<file path="src/tic_pkg.sv">
// Shared constants, types and helpers of the dual-channel capture timer.
`default_nettype none
package tic_pkg;
    localparam int TIC_DW = 16;
    localparam int TIC_AW = 5;
    localparam int TIC_CW = 16;
    localparam int TIC_NCH = 2;
    localparam int TIC_NCAP = 4;
    localparam int TIC_NPIN = 8;
    localparam int TIC_NIRQ = 10;
    // Register word addresses.
    localparam logic [4:0] TIC_OFS_START = 5'h00;
    localparam logic [4:0] TIC_OFS_CTRL0 = 5'h01;
    localparam logic [4:0] TIC_OFS_CTRL1 = 5'h02;
    localparam logic [4:0] TIC_OFS_PINMODE = 5'h03;
    localparam logic [4:0] TIC_OFS_EDGE = 5'h04;
    localparam logic [4:0] TIC_OFS_GPIO_OUT = 5'h05;
    localparam logic [4:0] TIC_OFS_GPIO_DIR = 5'h06;
    localparam logic [4:0] TIC_OFS_GPIO_IN = 5'h07;
    localparam logic [4:0] TIC_OFS_OSC = 5'h08;
    localparam logic [4:0] TIC_OFS_IRQ_STAT = 5'h09;
    localparam logic [4:0] TIC_OFS_IRQ_MASK = 5'h0a;
    localparam logic [4:0] TIC_OFS_CNT0 = 5'h0b;
    localparam logic [4:0] TIC_OFS_CNT1 = 5'h0c;
    localparam logic [1:0] TIC_OFS_CAP_HI = 2'h2;
    // Field positions.
    localparam int TIC_START_RUN_LSB = 0;
    localparam int TIC_START_STOP_SEL_LSB = 2;
    localparam int TIC_CTRL_SRC_LSB = 0;
    localparam int TIC_CTRL_CLR_LSB = 5;
    localparam int TIC_PIN_EXT_MODE_BIT = 8;
    localparam int TIC_PIN_EXT_EDGE_LSB = 9;
    localparam int TIC_OSC_HIGH_BIT = 0;
    localparam int TIC_OSC_OPT_BIT = 1;
    localparam int TIC_IRQ_PER_CH = 5;
    localparam int TIC_IRQ_OVF_POS = 4;
    // Reset values.
    localparam logic [15:0] TIC_RST_REG = 16'h0000;
    localparam logic [15:0] TIC_RST_EDGE = 16'h0000;
    localparam logic [4:0] TIC_RST_PRESC = 5'h00;
    // Timing: count period in source ticks, prescaler length.
    localparam int TIC_COUNT_PERIOD = 65536;
    localparam int TIC_PRESC_LEN = 32;
    localparam int TIC_REF_MHZ = 40;
    localparam int TIC_SRC_MAX_MHZ = 64;

    typedef enum logic [2:0] {
        TIC_SRC_DIV1, TIC_SRC_DIV2, TIC_SRC_DIV4, TIC_SRC_DIV8,
        TIC_SRC_DIV32, TIC_SRC_EXT, TIC_SRC_HSOSC, TIC_SRC_NONE
    } tic_src_t;

    typedef enum logic [1:0] {
        TIC_EDGE_RISE, TIC_EDGE_FALL, TIC_EDGE_BOTH, TIC_EDGE_OFF
    } tic_edge_t;

    // Count-source tick for one channel in the current cycle.
    function automatic logic tic_src_tick(input tic_src_t sel,
                                          input logic [4:0] presc,
                                          input logic ext_tick,
                                          input logic hs_tick,
                                          input logic hs_allowed);
        logic t;
        t = 1'b0;
        case (sel)
            TIC_SRC_DIV1: t = 1'b1;
            TIC_SRC_DIV2: t = (presc[0] == 1'b0);
            TIC_SRC_DIV4: t = (presc[1:0] == 2'h0);
            TIC_SRC_DIV8: t = (presc[2:0] == 3'h0);
            TIC_SRC_DIV32: t = (presc == 5'h00);
            TIC_SRC_EXT: t = ext_tick;
            TIC_SRC_HSOSC: t = hs_allowed ? hs_tick : 1'b1;
            default: t = 1'b0;
        endcase
        return t;
    endfunction
endpackage
`default_nettype wire

</file>
<file path="src/tic_edge_det.sv">
// Two-stage pin synchroniser with selectable active-edge detector.
`timescale 1ns/1ps
`default_nettype none
module tic_edge_det
    import tic_pkg::*;
(
    // Clock and reset
    input wire logic ref_clk_in,
    input wire logic rst_b_in,
    // Pin and edge choice
    input wire logic pin_in,
    input wire tic_pkg::tic_edge_t edge_sel_in,
    // Results
    output logic level_out,
    output logic edge_out
);
    logic meta;
    logic prev;
    wire rise = level_out & ~prev;
    wire fall = ~level_out & prev;

    always_ff @(posedge ref_clk_in)
    begin
        if (!rst_b_in)
        begin
            meta <= 1'b0;
            level_out <= 1'b0;
            prev <= 1'b0;
        end
        else
        begin
            meta <= pin_in;
            level_out <= meta;
            prev <= level_out;
        end
    end

    assign edge_out = (edge_sel_in == TIC_EDGE_RISE) ? rise :
                      (edge_sel_in == TIC_EDGE_FALL) ? fall :
                      (edge_sel_in == TIC_EDGE_BOTH) ? (rise | fall) : 1'b0;
endmodule
`default_nettype wire

</file>
<file path="src/tic_channel.sv">
// One 16-bit free-running up-counter with its four capture registers.
`timescale 1ns/1ps
`default_nettype none
module tic_channel
    import tic_pkg::*;
#(
    parameter int CW = TIC_CW,
    parameter int NCAP = TIC_NCAP
)
(
    // Clock and reset
    input wire logic ref_clk_in,
    input wire logic rst_b_in,
    // Counting control
    input wire logic tick_in,
    input wire logic run_in,
    input wire logic [NCAP-1:0] cap_evt_in,
    // State
    output logic [CW-1:0] count_out,
    output logic [NCAP*CW-1:0] cap_flat_out,
    output logic ovf_out
);
    logic [CW-1:0] cap_q [NCAP];
    wire cnt_step = run_in & tick_in;
    wire [CW-1:0] next_count = count_out + 1'b1;

    // The all-ones to zero wrap is the overflow event.
    assign ovf_out = cnt_step & (count_out == {CW{1'b1}});

    always_ff @(posedge ref_clk_in)
    begin
        if (!rst_b_in)
            count_out <= '0;
        else if (cnt_step)
            count_out <= next_count;
    end

    genvar i;
    generate
        for (i = 0; i < NCAP; i++)
        begin : g_cap
            always_ff @(posedge ref_clk_in)
            begin
                if (!rst_b_in)
                    cap_q[i] <= '0;
                else if (cap_evt_in[i])
                    cap_q[i] <= count_out;
            end
            assign cap_flat_out[i*CW +: CW] = cap_q[i];
        end
    endgenerate
endmodule
`default_nettype wire

</file>
<file path="src/tic_top.sv">
// Dual-channel 16-bit input-capture timer with register port and pins.
//
// Overview of operation
// - With clear select zero, each counter runs free over 65536 ticks.
// - Writing one to a channel's start bit starts its counter.
// - Writing zero stops the counter only when its stop select is one.
// - Capture edges and counter overflow raise the channel's interrupt.
// - Source: system clock /1,/2,/4,/8,/32, fast oscillator, or pin edge.
// - Fast oscillator source only when the option bit is one.
// - Internal fast clock is oscillator/2 at 64/48 MHz, else equal.
// - First capture pin serves as port, capture input or count clock.
// - The other seven pins are each port or capture input.
`timescale 1ns/1ps
`default_nettype none
module tic_top
    import tic_pkg::*;
(
    // Clock and reset
    input wire logic ref_clk_in,
    input wire logic rst_b_in,
    // Register port
    input wire logic [TIC_AW-1:0] reg_addr_in,
    input wire logic [TIC_DW-1:0] reg_wdata_in,
    input wire logic reg_wr_in,
    input wire logic reg_rd_in,
    output logic [TIC_DW-1:0] reg_rdata_out,
    // Clock system
    input wire logic hs_osc_tick_in,
    input wire logic timer_clock_enable_in,
    input wire logic osc_select_option_in,
    output logic internal_high_tick_out,
    // Capture pins
    input wire logic [TIC_NPIN-1:0] capture_pin_in,
    output logic [TIC_NPIN-1:0] capture_pin_out,
    output logic [TIC_NPIN-1:0] capture_pin_oe_out,
    // Interrupt
    output logic irq_out
);
    ////////////////////////////////////////////////////////////////////////
    logic [TIC_NCH-1:0] run;
    logic [TIC_NCH-1:0] stop_sel;
    logic [15:0] ctrl [TIC_NCH];
    logic [15:0] pin_mode;
    logic [15:0] edge_cfg;
    logic [7:0] gpio_out;
    logic [7:0] gpio_dir;
    logic osc_high;
    logic [TIC_NIRQ-1:0] irq_stat;
    logic [TIC_NIRQ-1:0] irq_mask;
    logic [4:0] presc;
    logic ih_div;
    logic opt_meta;
    logic opt_sync;
    logic opt_done;
    logic hs_allowed;
    logic [TIC_NPIN-1:0] pin_level;
    logic [TIC_NPIN-1:0] pin_edge;
    logic ext_edge;
    logic [TIC_CW-1:0] count [TIC_NCH];
    logic [TIC_NCAP*TIC_CW-1:0] cap_flat [TIC_NCH];
    logic [TIC_NCH-1:0] ovf;
    logic [TIC_NCH-1:0] src_tick;
    logic [TIC_DW-1:0] next_rdata;

    ////////////////////////////////////////////////////////////////////////
    // Address decode.
    wire wr_start = reg_wr_in && reg_addr_in == TIC_OFS_START;
    wire wr_irq_stat = reg_wr_in && reg_addr_in == TIC_OFS_IRQ_STAT;
    wire ext_mode = pin_mode[TIC_PIN_EXT_MODE_BIT];
    wire tic_edge_t ext_edge_sel =
        tic_edge_t'(pin_mode[TIC_PIN_EXT_EDGE_LSB +: 2]);
    wire [TIC_NPIN-1:0] cap_en = pin_mode[TIC_NPIN-1:0] &
                                 {{(TIC_NPIN-1){1'b1}}, ~ext_mode};
    wire [TIC_NPIN-1:0] cap_evt = cap_en & pin_edge;
    wire ext_tick = ext_mode & ext_edge;
    wire [TIC_NIRQ-1:0] irq_evt = {ovf[1], cap_evt[7:4], ovf[0], cap_evt[3:0]};
    wire [TIC_NIRQ-1:0] next_irq_stat =
        (irq_stat & ~(wr_irq_stat ? reg_wdata_in[TIC_NIRQ-1:0] : '0)) |
        irq_evt;

    ////////////////////////////////////////////////////////////////////////
    // Synchroniser runs through reset; its settled value is held at release.
    always_ff @(posedge ref_clk_in)
    begin
        opt_meta <= osc_select_option_in;
        opt_sync <= opt_meta;
        if (!rst_b_in)
        begin
            opt_done <= 1'b0;
            hs_allowed <= 1'b0;
        end
        else
        begin
            opt_done <= 1'b1;
            if (opt_done == 1'b0)
                hs_allowed <= opt_sync;
        end
    end

    // Prescaler for the divided system clock, and fast-clock halving.
    always_ff @(posedge ref_clk_in)
    begin
        if (!rst_b_in)
        begin
            presc <= TIC_RST_PRESC;
            ih_div <= 1'b0;
        end
        else
        begin
            presc <= presc + 1'b1;
            if (hs_osc_tick_in)
                ih_div <= ~ih_div;
        end
    end

    assign internal_high_tick_out = hs_osc_tick_in & (~osc_high | ih_div);

    ////////////////////////////////////////////////////////////////////////
    // Register writes.
    always_ff @(posedge ref_clk_in)
    begin
        if (!rst_b_in)
        begin
            run <= '0;
            stop_sel <= '0;
            ctrl[0] <= TIC_RST_REG;
            ctrl[1] <= TIC_RST_REG;
            pin_mode <= TIC_RST_REG;
            edge_cfg <= TIC_RST_EDGE;
            gpio_out <= '0;
            gpio_dir <= '0;
            osc_high <= 1'b0;
            irq_mask <= '0;
            irq_stat <= '0;
        end
        else
        begin
            irq_stat <= next_irq_stat;
            if (wr_start)
            begin
                stop_sel <= reg_wdata_in[TIC_START_STOP_SEL_LSB +: TIC_NCH];
                for (int c = 0; c < TIC_NCH; c++)
                begin
                    if (reg_wdata_in[TIC_START_RUN_LSB + c])
                        run[c] <= 1'b1;
                    else if (reg_wdata_in[TIC_START_STOP_SEL_LSB + c])
                        run[c] <= 1'b0;
                end
            end
            if (reg_wr_in && reg_addr_in == TIC_OFS_CTRL0)
                ctrl[0] <= reg_wdata_in;
            if (reg_wr_in && reg_addr_in == TIC_OFS_CTRL1)
                ctrl[1] <= reg_wdata_in;
            if (reg_wr_in && reg_addr_in == TIC_OFS_PINMODE)
                pin_mode <= reg_wdata_in;
            if (reg_wr_in && reg_addr_in == TIC_OFS_EDGE)
                edge_cfg <= reg_wdata_in;
            if (reg_wr_in && reg_addr_in == TIC_OFS_GPIO_OUT)
                gpio_out <= reg_wdata_in[7:0];
            if (reg_wr_in && reg_addr_in == TIC_OFS_GPIO_DIR)
                gpio_dir <= reg_wdata_in[7:0];
            if (reg_wr_in && reg_addr_in == TIC_OFS_OSC)
                osc_high <= reg_wdata_in[TIC_OSC_HIGH_BIT];
            if (reg_wr_in && reg_addr_in == TIC_OFS_IRQ_MASK)
                irq_mask <= reg_wdata_in[TIC_NIRQ-1:0];
        end
    end

    ////////////////////////////////////////////////////////////////////////
    // Read path; data stand one cycle after the read strobe.
    always_comb
    begin
        next_rdata = '0;
        if (reg_addr_in == TIC_OFS_START)
            next_rdata = {12'h000, stop_sel, run};
        else if (reg_addr_in == TIC_OFS_CTRL0)
            next_rdata = ctrl[0];
        else if (reg_addr_in == TIC_OFS_CTRL1)
            next_rdata = ctrl[1];
        else if (reg_addr_in == TIC_OFS_PINMODE)
            next_rdata = pin_mode;
        else if (reg_addr_in == TIC_OFS_EDGE)
            next_rdata = edge_cfg;
        else if (reg_addr_in == TIC_OFS_GPIO_OUT)
            next_rdata = {8'h00, gpio_out};
        else if (reg_addr_in == TIC_OFS_GPIO_DIR)
            next_rdata = {8'h00, gpio_dir};
        else if (reg_addr_in == TIC_OFS_GPIO_IN)
            next_rdata = {8'h00, pin_level};
        else if (reg_addr_in == TIC_OFS_OSC)
            next_rdata = {14'h0000, hs_allowed, osc_high};
        else if (reg_addr_in == TIC_OFS_IRQ_STAT)
            next_rdata = {6'h00, irq_stat};
        else if (reg_addr_in == TIC_OFS_IRQ_MASK)
            next_rdata = {6'h00, irq_mask};
        else if (reg_addr_in == TIC_OFS_CNT0)
            next_rdata = count[0];
        else if (reg_addr_in == TIC_OFS_CNT1)
            next_rdata = count[1];
        else if (reg_addr_in[4:3] == TIC_OFS_CAP_HI)
            next_rdata = cap_flat[reg_addr_in[2]][reg_addr_in[1:0]*TIC_CW +:
                                                  TIC_CW];
    end

    always_ff @(posedge ref_clk_in)
    begin
        if (!rst_b_in)
            reg_rdata_out <= '0;
        else if (reg_rd_in)
            reg_rdata_out <= next_rdata;
        else
            reg_rdata_out <= '0;
    end

    assign irq_out = |(irq_stat & irq_mask);

    ////////////////////////////////////////////////////////////////////////
    // Pins: port mode drives from the output latch, capture mode listens.
    assign capture_pin_out = gpio_out;
    assign capture_pin_oe_out = gpio_dir & ~cap_en &
                                {{(TIC_NPIN-1){1'b1}}, ~ext_mode};

    genvar p;
    generate
        for (p = 0; p < TIC_NPIN; p++)
        begin : g_pin
            tic_edge_det u_det (
                .ref_clk_in(ref_clk_in),
                .rst_b_in(rst_b_in),
                .pin_in(capture_pin_in[p]),
                .edge_sel_in(tic_edge_t'(edge_cfg[2*p +: 2])),
                .level_out(pin_level[p]),
                .edge_out(pin_edge[p])
            );
        end
    endgenerate

    tic_edge_det u_ext_det (
        .ref_clk_in(ref_clk_in),
        .rst_b_in(rst_b_in),
        .pin_in(capture_pin_in[0]),
        .edge_sel_in(ext_edge_sel),
        .level_out(),
        .edge_out(ext_edge)
    );

    ////////////////////////////////////////////////////////////////////////
    // Channels; counting needs the timer clock enable held by software.
    genvar c;
    generate
        for (c = 0; c < TIC_NCH; c++)
        begin : g_ch
            assign src_tick[c] = timer_clock_enable_in &
                tic_src_tick(tic_src_t'(ctrl[c][TIC_CTRL_SRC_LSB +: 3]),
                             presc, ext_tick, hs_osc_tick_in,
                             hs_allowed);
            tic_channel u_ch (
                .ref_clk_in(ref_clk_in),
                .rst_b_in(rst_b_in),
                .tick_in(src_tick[c]),
                .run_in(run[c]),
                .cap_evt_in(cap_evt[c*TIC_NCAP +: TIC_NCAP]),
                .count_out(count[c]),
                .cap_flat_out(cap_flat[c]),
                .ovf_out(ovf[c])
            );
        end
    endgenerate
endmodule
`default_nettype wire

</file>
<file path="config.mk">
export PLATFORM = sky130hd
export DESIGN_NAME = tic_top
export DESIGN_NICKNAME = d
export VERILOG_FILES = /design/src/tic_pkg.sv /design/src/tic_edge_det.sv /design/src/tic_channel.sv /design/src/tic_top.sv
export SDC_FILE = /design/constraint.sdc
export NUM_CORES = 1
export LEC_CHECK = 0
export BUFFER_PORTS_ARGS = -buffer_cell sky130_fd_sc_hd__buf_2
export CAP_MARGIN = 30
export CELL_PAD_IN_SITES_DETAIL_PLACEMENT = 0
export CELL_PAD_IN_SITES_GLOBAL_PLACEMENT = 1
export CORE_MARGIN = 2
export CORE_UTILIZATION = 35
export CTS_BUF_LIST = sky130_fd_sc_hd__clkbuf_4 sky130_fd_sc_hd__clkbuf_8
export CTS_CLUSTER_SIZE = 30
export DETAILED_ROUTE_END_ITERATION = 6
export PLACE_DENSITY_LB_ADDON = 0.1
export SLEW_MARGIN = 30
export SYNTH_ARGS = -nofsm -noshare
export SYNTH_HDL_FRONTEND = slang
export SYNTH_HIERARCHICAL = 1
export SYNTH_SLANG_ARGS = --single-unit
</file>
<file path="constraint.sdc">
create_clock -name ref_clk_in -period 6.87 [get_ports ref_clk_in]
set_input_delay 1.374 -clock ref_clk_in [delete_from_list [all_inputs] [get_ports ref_clk_in]]
set_output_delay 1.374 -clock ref_clk_in [all_outputs]
set_load 0.005 [all_outputs]
</file>
Word level (Yosys, flattened, before mapping) --
Memories as Yosys holds them, arrays and structs flattened. Cells that the tools add are included.
Storage, ports and cells: flip-flop bits (word level) 155, bits in latches 0, RAM bits 160, ROM bits 0, input bits 36, word-level logic and storage cells 298, memories 3
Cells by class: add/subtract/negate cells 3, multiply operators 0, div/mod/pow operators 0, magnitude comparators 1, equality and inequality tests 45, shift-type cells 1, mux-type cells 94, bitwise logic cells 75, reductions and logical operators 32
Memory list:
- g_ch[0].u_ch.cap_q | words 4, bits a word 16, read ports 4, clocked after Yosys merged registers in 0, write ports 4, RTL line tic_channel.sv:23 | logic [CW-1:0] cap_q [NCAP];
- g_ch[1].u_ch.cap_q | words 4, bits a word 16, read ports 4, clocked after Yosys merged registers in 0, write ports 4, RTL line tic_channel.sv:23
- ctrl | words 2, bits a word 16, read ports 2, clocked after Yosys merged registers in 0, write ports 2, RTL line tic_top.sv:42 | logic [15:0] ctrl [TIC_NCH];
Operator list (count):
- 2-to-1 mux 16 bit | 23
- 2-to-1 mux 64 bit | 3
- 2-to-1 mux 1 bit | 64
- indexed part select 64 x 7 -> 16 bit | 1
- adder 16 x 1 -> 16 bit (second input constant) | 2
- bitwise AND 8 bit | 4
- == test 16 bit (second input constant) | 2
- == test 5 x 4 -> 1 bit (second input constant) | 5
- bitwise AND 1 bit | 24
- NOT 1 bit | 22
- bitwise AND 10 bit | 2
- == test 2 bit (second input constant) | 10
- == test 5 x 3 -> 1 bit (second input constant) | 4
- logical NOT 2 bit | 10
- bitwise OR 1 bit | 19
- == test 2 x 1 -> 1 bit (second input constant) | 9
- == test 3 bit (second input constant) | 6
- case mux 1 bit (7 select lines) | 2
- == test 3 x 2 -> 1 bit (second input constant) | 4
- == test 5 x 2 -> 1 bit (second input constant) | 2
- logical AND 1 bit | 10
- logical NOT 5 bit | 2
- 2-to-1 mux 10 bit | 1
- NOT 10 bit | 1
- other kinds (13) | 19

Logic depth before layout (Yosys ltp) --
Gate-level depths: netlist of the first run.
word-level depth 19, depth in mapped cells 13, gate-level depth less buffers 13

Modules after synthesis --
The synthesis of the first run kept the hierarchy.
By module, submodules not included:
- tic_top | times used 1, cells an instance 815, area an instance 7773.7 um^2, seq. area each 2942.8 um^2
- tic_channel | times used 2, cells an instance 230, area an instance 3166.8 um^2, seq. area each 2242.2 um^2
- tic_edge_det | times used 9, cells an instance 14, area an instance 137.6 um^2, seq. area each 60.1 um^2

Worst setup path before layout of the first run --
OpenSTA, ideal clock, no wires.
path type input to register, from input reg_addr_in[3], to memory ctrl[0][0], enable pin, arrival 2.896 ns, required time 6.498 ns, slack 3.602 ns, cell stages on the path 6, buffers on the path 2, path through clkbuf_2 > or3_1 > nor2_2 > clkbuf_1 > nand2_1 > nand2_1
RTL lines:
- start, declared | RTL line tic_top.sv:22 | input wire logic [TIC_AW-1:0] reg_addr_in,
- end, declared | RTL line tic_top.sv:42

Worst setup path in the final report of the first run --
from register u_ext_det.level_out, to register irq_stat[9]
On the way: longest elaborated chain between the ends 12
Ends and longest elaborated chain:
- start, declared | RTL line tic_edge_det.sv:14 | output logic level_out,
- start signal, assigned | RTL line tic_edge_det.sv:33 | level_out <= meta;
- NOT 1 bit
- bitwise AND 1 bit
- bitwise OR 1 bit
- 2-to-1 mux 1 bit | RTL line tic_edge_det.sv:40 | (edge_sel_in == TIC_EDGE_BOTH) ? (rise | fall) : 1'b0;
- 2-to-1 mux 1 bit | RTL line tic_edge_det.sv:39 | (edge_sel_in == TIC_EDGE_FALL) ? fall :
- 2-to-1 mux 1 bit (*) | RTL line tic_edge_det.sv:38 | assign edge_out = (edge_sel_in == TIC_EDGE_RISE) ? rise :
- via ext_edge | RTL line tic_top.sv:58 | logic ext_edge;
- bitwise AND 1 bit (*) | RTL line tic_top.sv:75 | wire ext_tick = ext_mode & ext_edge;
- case mux 1 bit (7 select lines) (*) | RTL line tic_pkg.sv:64 | case (sel)
- bitwise AND 1 bit (*) | RTL line tic_top.sv:253 | assign src_tick[c] = timer_clock_enable_in &
- via src_tick[1] | RTL line tic_top.sv:62 | logic [TIC_NCH-1:0] src_tick;
- bitwise AND 1 bit (*) | RTL line tic_channel.sv:24 | wire cnt_step = run_in & tick_in;
- bitwise AND 1 bit (*) | RTL line tic_channel.sv:28 | assign ovf_out = cnt_step & (count_out == {CW{1'b1}});
- via irq_evt[9] | RTL line tic_top.sv:76 | wire [TIC_NIRQ-1:0] irq_evt = {ovf[1], cap_evt[7:4], ovf[0], cap_evt[3:0]};
- bitwise OR 10 bit (*) | RTL line tic_top.sv:78 | (irq_stat & ~(wr_irq_stat ? reg_wdata_in[TIC_NIRQ-1:0] : '0)) |
- end signal, assigned | RTL line tic_top.sv:138 | irq_stat <= next_irq_stat;
- end, declared | RTL line tic_top.sv:48 | logic [TIC_NIRQ-1:0] irq_stat;
Mark *: on every way through the listed nets, which the timed path passes. The rest lies on a longest branch. A chain may end at the register's enable or synchronous reset.

==> results of run 1 <==
## stage by stage
| stage | instance area, sq um | util | hold slack, ns | setup WS, ns |
|---|---|---|---|---|
| after floorplan | 15300 | - | 0.310 | 3.60 |
| after global placement | 16100 | 0.373 | 0.321 | 2.80 |
| after detailed placement | 16100 | 0.374 | 0.315 | 2.82 |
| after CTS | 17300 | 0.402 | 0.334 | 3.22 |
| after global routing | 17300 | 0.402 | 0.337 | 3.09 |
| final | 17300 | 0.402 | 0.328 | 3.26 |
## worst reg2reg max path, cell delays in order (launching register included)
cell and delay (ns):
dfxtp_1 0.35, inv_1 0.05, ha_1 0.28, inv_1 0.05
mux2i_1 0.06, o21ai_1 0.54, and3_1 0.25, o21ai_0 0.09
o31ai_1 0.09, o21a_1 0.33, nand3_1 0.32, nor4_2 0.71
and3_1 0.32, o21a_1 0.13
## final cells by class
type                       instances  share of cell area
timing repair buffer              89              0.0291
inverter                          36             0.00779
clock inverter                    23              0.0102
tap                              585              0.0422
antenna                            1            0.000144
clock buffer                      84              0.0601
multi-input combinational        954               0.391
sequential                       318               0.459
## per-layer routing
layer / vias to the layer above / global-route usage / share of wire
li1: 5252 / - / -
met1: 5726 / 0.332 / 0.46
met2: 377 / 0.362 / 0.45
met3: 85 / 0.0309 / 0.054
met4: 0 / 0.0793 / 0.027
met5: - / 0 / 0
## kinds of logic after synthesis
group           count (synthesis)  synth area share
fa+ha+maj                      22            0.0179
flops                         318             0.519
simple gates                  562             0.209
buf+inv                       129            0.0397
mux                           100            0.0894
xor+xnor                       24            0.0137
compound gates                246             0.111
## synthesized netlist by cell type (14+ instances only)
| cell | instances | share of area |
|---|---|---|
| edfxtp_1 | 160 | 0.31 |
| dfxtp_1 | 158 | 0.21 |
| nand2_1 | 145 | 0.035 |
| and3_1 | 130 | 0.053 |
| mux2i_1 | 64 | 0.042 |
| and2_1 | 62 | 0.025 |
| a21boi_0 | 47 | 0.023 |
| nor2_1 | 46 | 0.011 |
| clkbuf_1 | 45 | 0.011 |
| nor2b_1 | 41 | 0.017 |
| inv_1 | 36 | 0.0088 |
| o21ai_0 | 35 | 0.011 |
| buf_2 | 31 | 0.010 |
| mux4_2 | 29 | 0.043 |
| a21oi_1 | 27 | 0.0088 |
| nand2b_1 | 27 | 0.011 |
| nand3_1 | 24 | 0.0078 |
| a22oi_1 | 22 | 0.011 |
| ha_1 | 22 | 0.018 |
| o21a_1 | 15 | 0.0073 |
| xnor2_1 | 14 | 0.0080 |
## path summary, 6_finish.rpt
path,endpoint,cells after the start,start
min,opt_sync$_DFF_P_,0,opt_meta$_DFF_P_
max,irq_stat[9]$_SDFF_PN0_,13,u_ext_det/level_out$_SDFF_PN0_
min reg2reg,opt_sync$_DFF_P_,0,opt_meta$_DFF_P_
max reg2reg,irq_stat[9]$_SDFF_PN0_,13,u_ext_det/level_out$_SDFF_PN0_
## registers in the layout, indices dropped and copies added, names as in the netlist, 2 cells and up
name,cells
g_pin.u_det/level_out,8
reg_rdata_out,16
gpio_dir,8
ctrl,32
g_ch.u_ch/count_out,32
run,2
edge_cfg,16
irq_stat,10
g_ch.u_ch/cap_q,128
stop_sel,2
g_pin.u_det/prev,8
pin_mode,16
irq_mask,10
g_pin.u_det/meta,8
presc,5
capture_pin_out,8
## power breakdown
part	switching, mW	internal (mW)	leakage [nW]	total, mW
sequential	0.0311	2.05	2.82	2.08
clock	0.844	1.06	0.644	1.90
combinational	0.186	0.0994	3.30	0.285
total	1.06	3.21	6.76	4.27
==> results.cfg, run 1 <==
[outcome]
status = finished, final reports clean

[placement]
gp_congestion = 0.877
place_inst = 1982
portBuffers = 69
dp_hpwl_mm = 35.2

[power]
power.density_mw_per_mm2 = 246
irDropWorstVdd_v = 0.000133
p_leak_nw = 6.76
power_mw = 4.27

[layout]
final_cell_mix = edfxtp_1, dfxtp_1, nand2_1, and3_1, buf_2
final_layout_size_suffix_gt1_frac = 0.174
multiInputGateArea_sq_mm = 0.00679
fill_cells = 4298
instances_no_fill = 2090
layout.nets = 1514
final_common_cell = edfxtp_1
seq_area_sq_mm = 0.00797
areaGrowthSynthToFinish_pct = 13.1

[global_routing]
overflow = 0
grt_pass1_vias = 11200
grt_usage = 0.232
grt_max_degree = 86
antenna_found_initial = 1
grt_pass1_wl_mm = 76.4

[clock_tree]
ctsResizeCount = 0
clockRootBuffer = clkbuf_8
cts_buffers = 57
htree_levels = 2
clock_sinks = 318
cts_setup_buffers = 0
cts_buffer_depth = 3
clock_latency_ns = 0.67
clk_pin_slew_ns = 0.06
cts_tree = yes
cts_hold_buf = 0

[sta]
tightest_slew_ns = 0.815
fmax_mhz = 277
skew_ns = 0.0197
finalMaxSlewViolations = 0
final_hold_viol_count = 0
tns_ns = 0
rsz0062_at_grt = no
fin_crit_ns = 3.61
finalSetupViolCount = 0
finalCritPeriodShare = 0.526
slew_headroom = 0.455

[logic_synthesis]
async_flop_share = 0
avgSynthCellArea_sq_um = 11.0
synth-main-ff-cell = edfxtp_1
yosysUniqueCellTypes = 79
synth_edf_count = 160
netlist_instances = 1401
yosys_register_bits = 318
yosysSeqAreaShare = 0.519
synth_warnings = 6
syn_area_sq_mm = 0.0153
synth_nets = 1459

[die]
initial_core_util = 0.355
top_level_ports = 70
core-area_sq_mm = 0.0432
dieArea_sq_mm = 0.0455
num_rows = 76
die_h_um = 213
chipWidth_um = 213

[critical_path]
cp_slowest_cell = nor4_2
critical_path.top_delay_family = simple AND/OR/NAND/NOR gates
critical-path-max-stage-delay_ns = 0.71
critPathLaunchType = register
cp.arrival_ns = 4.23
critPathBufInv = 2
critPathKind = register to register
end_kind = register
reg2reg_slack_ns = 3.26
required_ns = 7.49
path_max_fanout = 5
path_cells = inv_1 > ha_1 > inv_1 > mux2i_1 > o21ai_1 > and3_1 > o21ai_0 > o31ai_1 > o21a_1 > nand3_1 > nor4_2 > and3_1 > o21a_1

[detailed_routing]
vias = 11400
drt_first_pass_iters = 5
wl_per_cell_um = 25.0
dr.first_iter.drc_count = 955
viasPerCell = 5.47
routed_wl_mm = 52.2
ant_nets = 0
drc = 0

[run]
drv_cap = 0

[min_path]
hold_path_class = register to register
Note: power is estimated with default switching activity, not from simulation.
==> inputs of run 2 (changes only) <==
--- a/config.mk
+++ b/config.mk
@@ -5,6 +5,7 @@
 export SDC_FILE = /design/constraint.sdc
 export NUM_CORES = 1
 export LEC_CHECK = 0
+export ABC_AREA = 1
 export BUFFER_PORTS_ARGS = -buffer_cell sky130_fd_sc_hd__buf_2
 export CAP_MARGIN = 30
 export CELL_PAD_IN_SITES_DETAIL_PLACEMENT = 0
==> constraint.sdc (replaced) <==
create_clock -name ref_clk_in -period 3.8 [get_ports ref_clk_in]
set_input_delay 0.76 -clock ref_clk_in [delete_from_list [all_inputs] [get_ports ref_clk_in]]
set_output_delay 0.76 -clock ref_clk_in [all_outputs]
set_load 0.005 [all_outputs]
==> results.cfg, run 2 <==
[sta]
skew_ns = 0.0459
finalSetupViolCount = 0
finalMaxSlewViolations = 0
slew_headroom = 0.321
tightest_slew_ns = 1.02
finalCritPeriodShare = 0.733
rsz0062_at_grt = no
fin_ws_ns = 1.02
fin_crit_ns = 2.78
tns_ns = 0
fmax_mhz = 359
final_hold_viol_count = 0

[detailed_routing]
drc = 0
dr.first_iter.drc_count = 745
wl_per_cell_um = 21.3
drt_first_pass_iters = 7
routed_wl_mm = 52.6
vias = 12400
viasPerCell = 5.02
ant_nets = 0

[clock_tree]
clock_sinks = 318
clock_latency_ns = 0.66
cts_setup_buffers = 0
cts_tree = yes
clk_pin_slew_ns = 0.06
cts_buffers = 58
htree_levels = 2
cts_buffer_depth = 3
ctsResizeCount = 0
clockRootBuffer = clkbuf_8
cts_hold_buf = 0

[global_routing]
top_usage_layer = met2
overflow = 0
grt_pass1_vias = 12600
met1_usage = 0.296
use_met2 = 0.412
grt_pass1_wl_mm = 78.1
antenna_found_initial = 0
grt_max_degree = 69
grt_usage = 0.244
met3_usage = 0.0449

[layout]
final_layout_size_suffix_gt1_frac = 0.136
antenna_cells = 0
largest_reg_flops = 128
layout.nets = 1949
areaGrowthSynthToFinish_pct = 14.6
final_cell_mix = nand2_1, nor2_1, inv_1, edfxtp_1, dfxtp_1
final_common_cell = nand2_1
reg_top3 = g_ch.u_ch/cap_q (128), ctrl (32), g_ch.u_ch/count_out (32)
fin_area_sq_mm = 0.0168
instances_no_fill = 2467
fin_util = 0.409
top_register = g_ch.u_ch/cap_q

[critical_path]
r2r-end = irq_stat[4]$_SDFF_PN0_
required_ns = 4.38
reg2reg_slack_ns = 1.02
cp.arrival_ns = 3.36
critPathKind = register to register
path_max_fanout = 12
end_kind = register
critPathLaunchType = register
timing.rr.start = u_ext_det/level_out$_SDFF_PN0_
ff2ff_path_depth = 19

[logic_synthesis]
netlist_instances = 1792
yosysSeqAreaShare = 0.544
yosys_register_bits = 318
syn_area_sq_mm = 0.0147
yosysUniqueCellTypes = 37
netlist_top_cells_area = edfxtp_1, dfxtp_1, nand2_1, nor2_1, inv_1
synth_warnings = 6
async_flop_share = 0
yosys.area.top_type_share = 0.328
synth_common_cells = nand2_1, nor2_1, inv_1
synth_edf_count = 160
avgSynthCellArea_sq_um = 8.18
synth_largest_area_cell = edfxtp_1
synth_nets = 1850
yosysMostFrequentCell = nand2_1
synth-main-ff-cell = edfxtp_1

[power]
p_leak_nw = 6.80
power.density_mw_per_mm2 = 448
irDropWorstVdd_v = 0.000272

[die]
core-area_sq_mm = 0.0411
initial_core_util = 0.356
die_h_um = 209
dieArea_sq_mm = 0.0435
top_level_ports = 70
num_rows = 74
chipWidth_um = 209

[min_path]
min_to = opt_meta$_DFF_P_
hold_path_class = input port to register
worstHoldPathCells = 1
hp-start = osc_select_option_in

[placement]
dp_slack_ns = 0.580
gp_congestion = 0.852
dp_hpwl_mm = 37.3
place_inst = 2363
portBuffers = 69
dpl-instance-area_sq_mm = 0.0156

[run]
drv_cap = 0

[outcome]
status = finished, final reports clean
-- run 2: final cells by class --
cell class	instances	area, sq um
multi-input combinational	1169	5460
timing repair buffer	103	616
inverter	241	905
tap	532	666
clock inverter	13	66.3
fill	4363	24300
sequential	318	7970
clock buffer	91	1110
-- run 2: power by group --
group / internal (mW) / switching, mW / total, mW / leakage, nW
registers: 3.69 / 0.0422 / 3.73 / 2.92
clock network: 1.85 / 1.49 / 3.34 / 0.632
logic: 0.125 / 0.336 / 0.461 / 3.24
-- run 2: kinds of logic after synthesis --
logic type                 after synthesis  synth area share
DFF                                    318             0.544
adders and majority gates               22            0.0188
xor gates and xnor gates                 2           0.00120
AOI/OAI and AO/OA                      321             0.116
buffers and inverters                  305            0.0839
and+or+nand+nor                        824             0.236
-- run 2: layer usage --
layer | vias up | part of all wire
li1 | 6024 | -
met1 | 5897 | 0.41
met2 | 348 | 0.48
met3 | 112 | 0.058
met4 | 0 | 0.051
met5 | - | 0
-- run 2: worst max path at each step --
stage | slack, ns | to | startpoint
6_report | 1.02 | irq_stat[4]$_SDFF_PN0_ | u_ext_det/level_out$_SDFF_PN0_
5_1_grt | 0.66 | irq_stat[4]$_SDFF_PN0_ | u_ext_det/level_out$_SDFF_PN0_
4_1_cts | 0.97 | irq_stat[4]$_SDFF_PN0_ | u_ext_det/level_out$_SDFF_PN0_
3_5_place_dp | 0.58 | reg_rdata_out[1]$_SDFF_PN0_ | reg_addr_in[0]
3_3_place_gp | 0.60 | reg_rdata_out[1]$_SDFF_PN0_ | reg_addr_in[0]
2_1_floorplan | 0.56 | ctrl[0][0]$_DFFE_PP_ | reg_addr_in[0]
-- run 2: through the flow --
step                hold slack, ns  power, mW
floorplan                    0.310       4.05
global placement             0.311       4.27
detailed placement           0.315       4.27
CTS                          0.166       7.63
global route                 0.175       7.82
finish                       0.212       7.53
-- run 2: worst max-delay path, stage by stage, from the launching register on --
cell	delay, ns
dfxtp_1	0.35
inv_1	0.05
ha_1	0.28
inv_1	0.06
nand3b_1	0.07
nand3_1	0.07
nand2_1	0.07
o22ai_1	0.18
nand3_1	0.09
o221ai_1	0.07
nand2_1	0.07
inv_1	0.11
nand2_2	0.25
inv_1	0.28
nand2_2	0.10
nor2_2	0.16
nand3_1	0.13
nor2_1	0.13
inv_1	0.05
a21oi_1	0.12
==> inputs of run 3 (changes only) <==
==> constraint.sdc (replaced) <==
create_clock -name ref_clk_in -period 2.6 [get_ports ref_clk_in]
set_input_delay 0.52 -clock ref_clk_in [delete_from_list [all_inputs] [get_ports ref_clk_in]]
set_output_delay 0.52 -clock ref_clk_in [all_outputs]
set_load 0.005 [all_outputs]
==> results.cfg, run 3 (synthesis results as in run 2) <==
[clock_tree]
cts_buffers = 56
clk_pin_slew_ns = 0.06
htree_levels = 2
cts_tree = yes
clock_sinks = 318
clock_latency_ns = 0.64
cts_buffer_depth = 3
clockRootBuffer = clkbuf_8

[die]
top_level_ports = 70
chipWidth_um = 209
initial_core_util = 0.356
dieArea_sq_mm = 0.0435
die_h_um = 209
core-area_sq_mm = 0.0411
num_rows = 74

[critical_path]
timing.rr.start = u_ext_det/level_out$_SDFF_PN0_
startpoint = u_ext_det/level_out$_SDFF_PN0_
cp.arrival_ns = 2.96
critPathLaunchType = register
critPathKind = register to register
reg2reg_slack_ns = 0.19
path_max_fanout = 2
end_kind = register
required_ns = 3.16

[detailed_routing]
dr.first_iter.drc_count = 732
wl_per_cell_um = 20.4
vias = 12500
ant_nets = 0
viasPerCell = 4.94
route.met2.wl_mm = 26.7
drt_first_pass_iters = 5
drc = 0
wl_met3_mm = 2.11
met1_length_mm = 21.6
routed_wl_mm = 51.6
routed.top_layer = met4

[sta]
fin_ws_ns = 0.191
whs_ns = 0.0633
skew_ns = 0.0265
fin_crit_ns = 2.41
tns_ns = 0
final_hold_viol_count = 0
fmax_mhz = 415
finalMaxSlewViolations = 0
slew_headroom = 0.427
finalSetupViolCount = 0
tightest_slew_ns = 0.858
finalCritPeriodShare = 0.926
rsz0062_at_grt = yes

[layout]
reg_top3 = g_ch.u_ch/cap_q (128), ctrl (32), g_ch.u_ch/count_out (32)
final_cell_mix = nand2_1, nor2_1, inv_1, edfxtp_1, dfxtp_1
layout.nets = 2009
fin_util = 0.426
final_layout_size_suffix_gt1_frac = 0.167
instances_no_fill = 2530
antenna_cells = 0
areaGrowthSynthToFinish_pct = 19.5
top_register = g_ch.u_ch/cap_q
fin_area_sq_mm = 0.0175
largest_reg_flops = 128
final_common_cell = nand2_1

[outcome]
status = finished, final reports clean

[global_routing]
grt_pass1_vias = 12500
overflow = 0
grt_usage = 0.237
grt_max_degree = 65
antenna_found_initial = 0
grt_pass1_wl_mm = 77.2

[placement]
dp_hpwl_mm = 37.5
portBuffers = 69
dp_slack_ns = -0.0860
gp_congestion = 0.868
dpl-instance-area_sq_mm = 0.0162
place_inst = 2424

[power]
power_mw = 11.4
p_leak_nw = 7.17
power.density_mw_per_mm2 = 649
irDropWorstVdd_v = 0.000375

[min_path]
hold_path_class = input port to register
hp-start = capture_pin_in[4]

[run]
drv_cap = 0
run 3: cell type report:
type	instances	area, sq um
fillers	4242	23600
repair buffers	165	1210
multi-input cells	1169	5490
well taps	532	666
clock buffers	90	1100
clock inverters	15	173
flip-flops and latches	318	7970
inverters	241	905
run 3: metal layers:
| metal | vias to the layer above | GRT usage |
|---|---|---|
| met5 | - | 0 |
| met4 | 0 | 0.0739 |
| met3 | 71 | 0.0316 |
| met2 | 271 | 0.440 |
| met1 | 6011 | 0.285 |
| li1 | 6150 | - |
run 3: worst max-delay path, stage by stage (launching register included):
cell and delay [ns]:
dfxtp_2 0.32, inv_1 0.04, ha_1 0.27, inv_1 0.06, nand3b_1 0.07, nand3_1 0.07
nand2_1 0.08, o22ai_1 0.19, a21oi_1 0.08, a21oi_1 0.12, o21a_1 0.15, nand2_2 0.10
inv_2 0.08, nand2_2 0.07, nor2_4 0.10, nand3_2 0.08, nor2_2 0.12, buf_4 0.14
inv_1 0.06, a21oi_1 0.13
run 3: report_power, final:
part	switching, mW	internal, mW
logic	0.491	0.236
registers	0.0617	5.39
clock network	2.11	3.07
total	2.66	8.70
run 3: worst paths after layout:
check                                                      end  cells after the start
worst max-delay path                    irq_stat[9]$_SDFF_PN0_                     19
worst min-delay path            g_pin[4].u_det/meta$_SDFF_PN0_                      3
worst max register to register          irq_stat[9]$_SDFF_PN0_                     19
worst min register to register                opt_sync$_DFF_P_                      0
run 3: repair_timing:
item,4_1_cts,5_1_grt
resized for setup,0,10
hold endpoints to repair,1,0
setup buffers,0,0
setup endpoints to repair,0,7
hold buffers,1,0
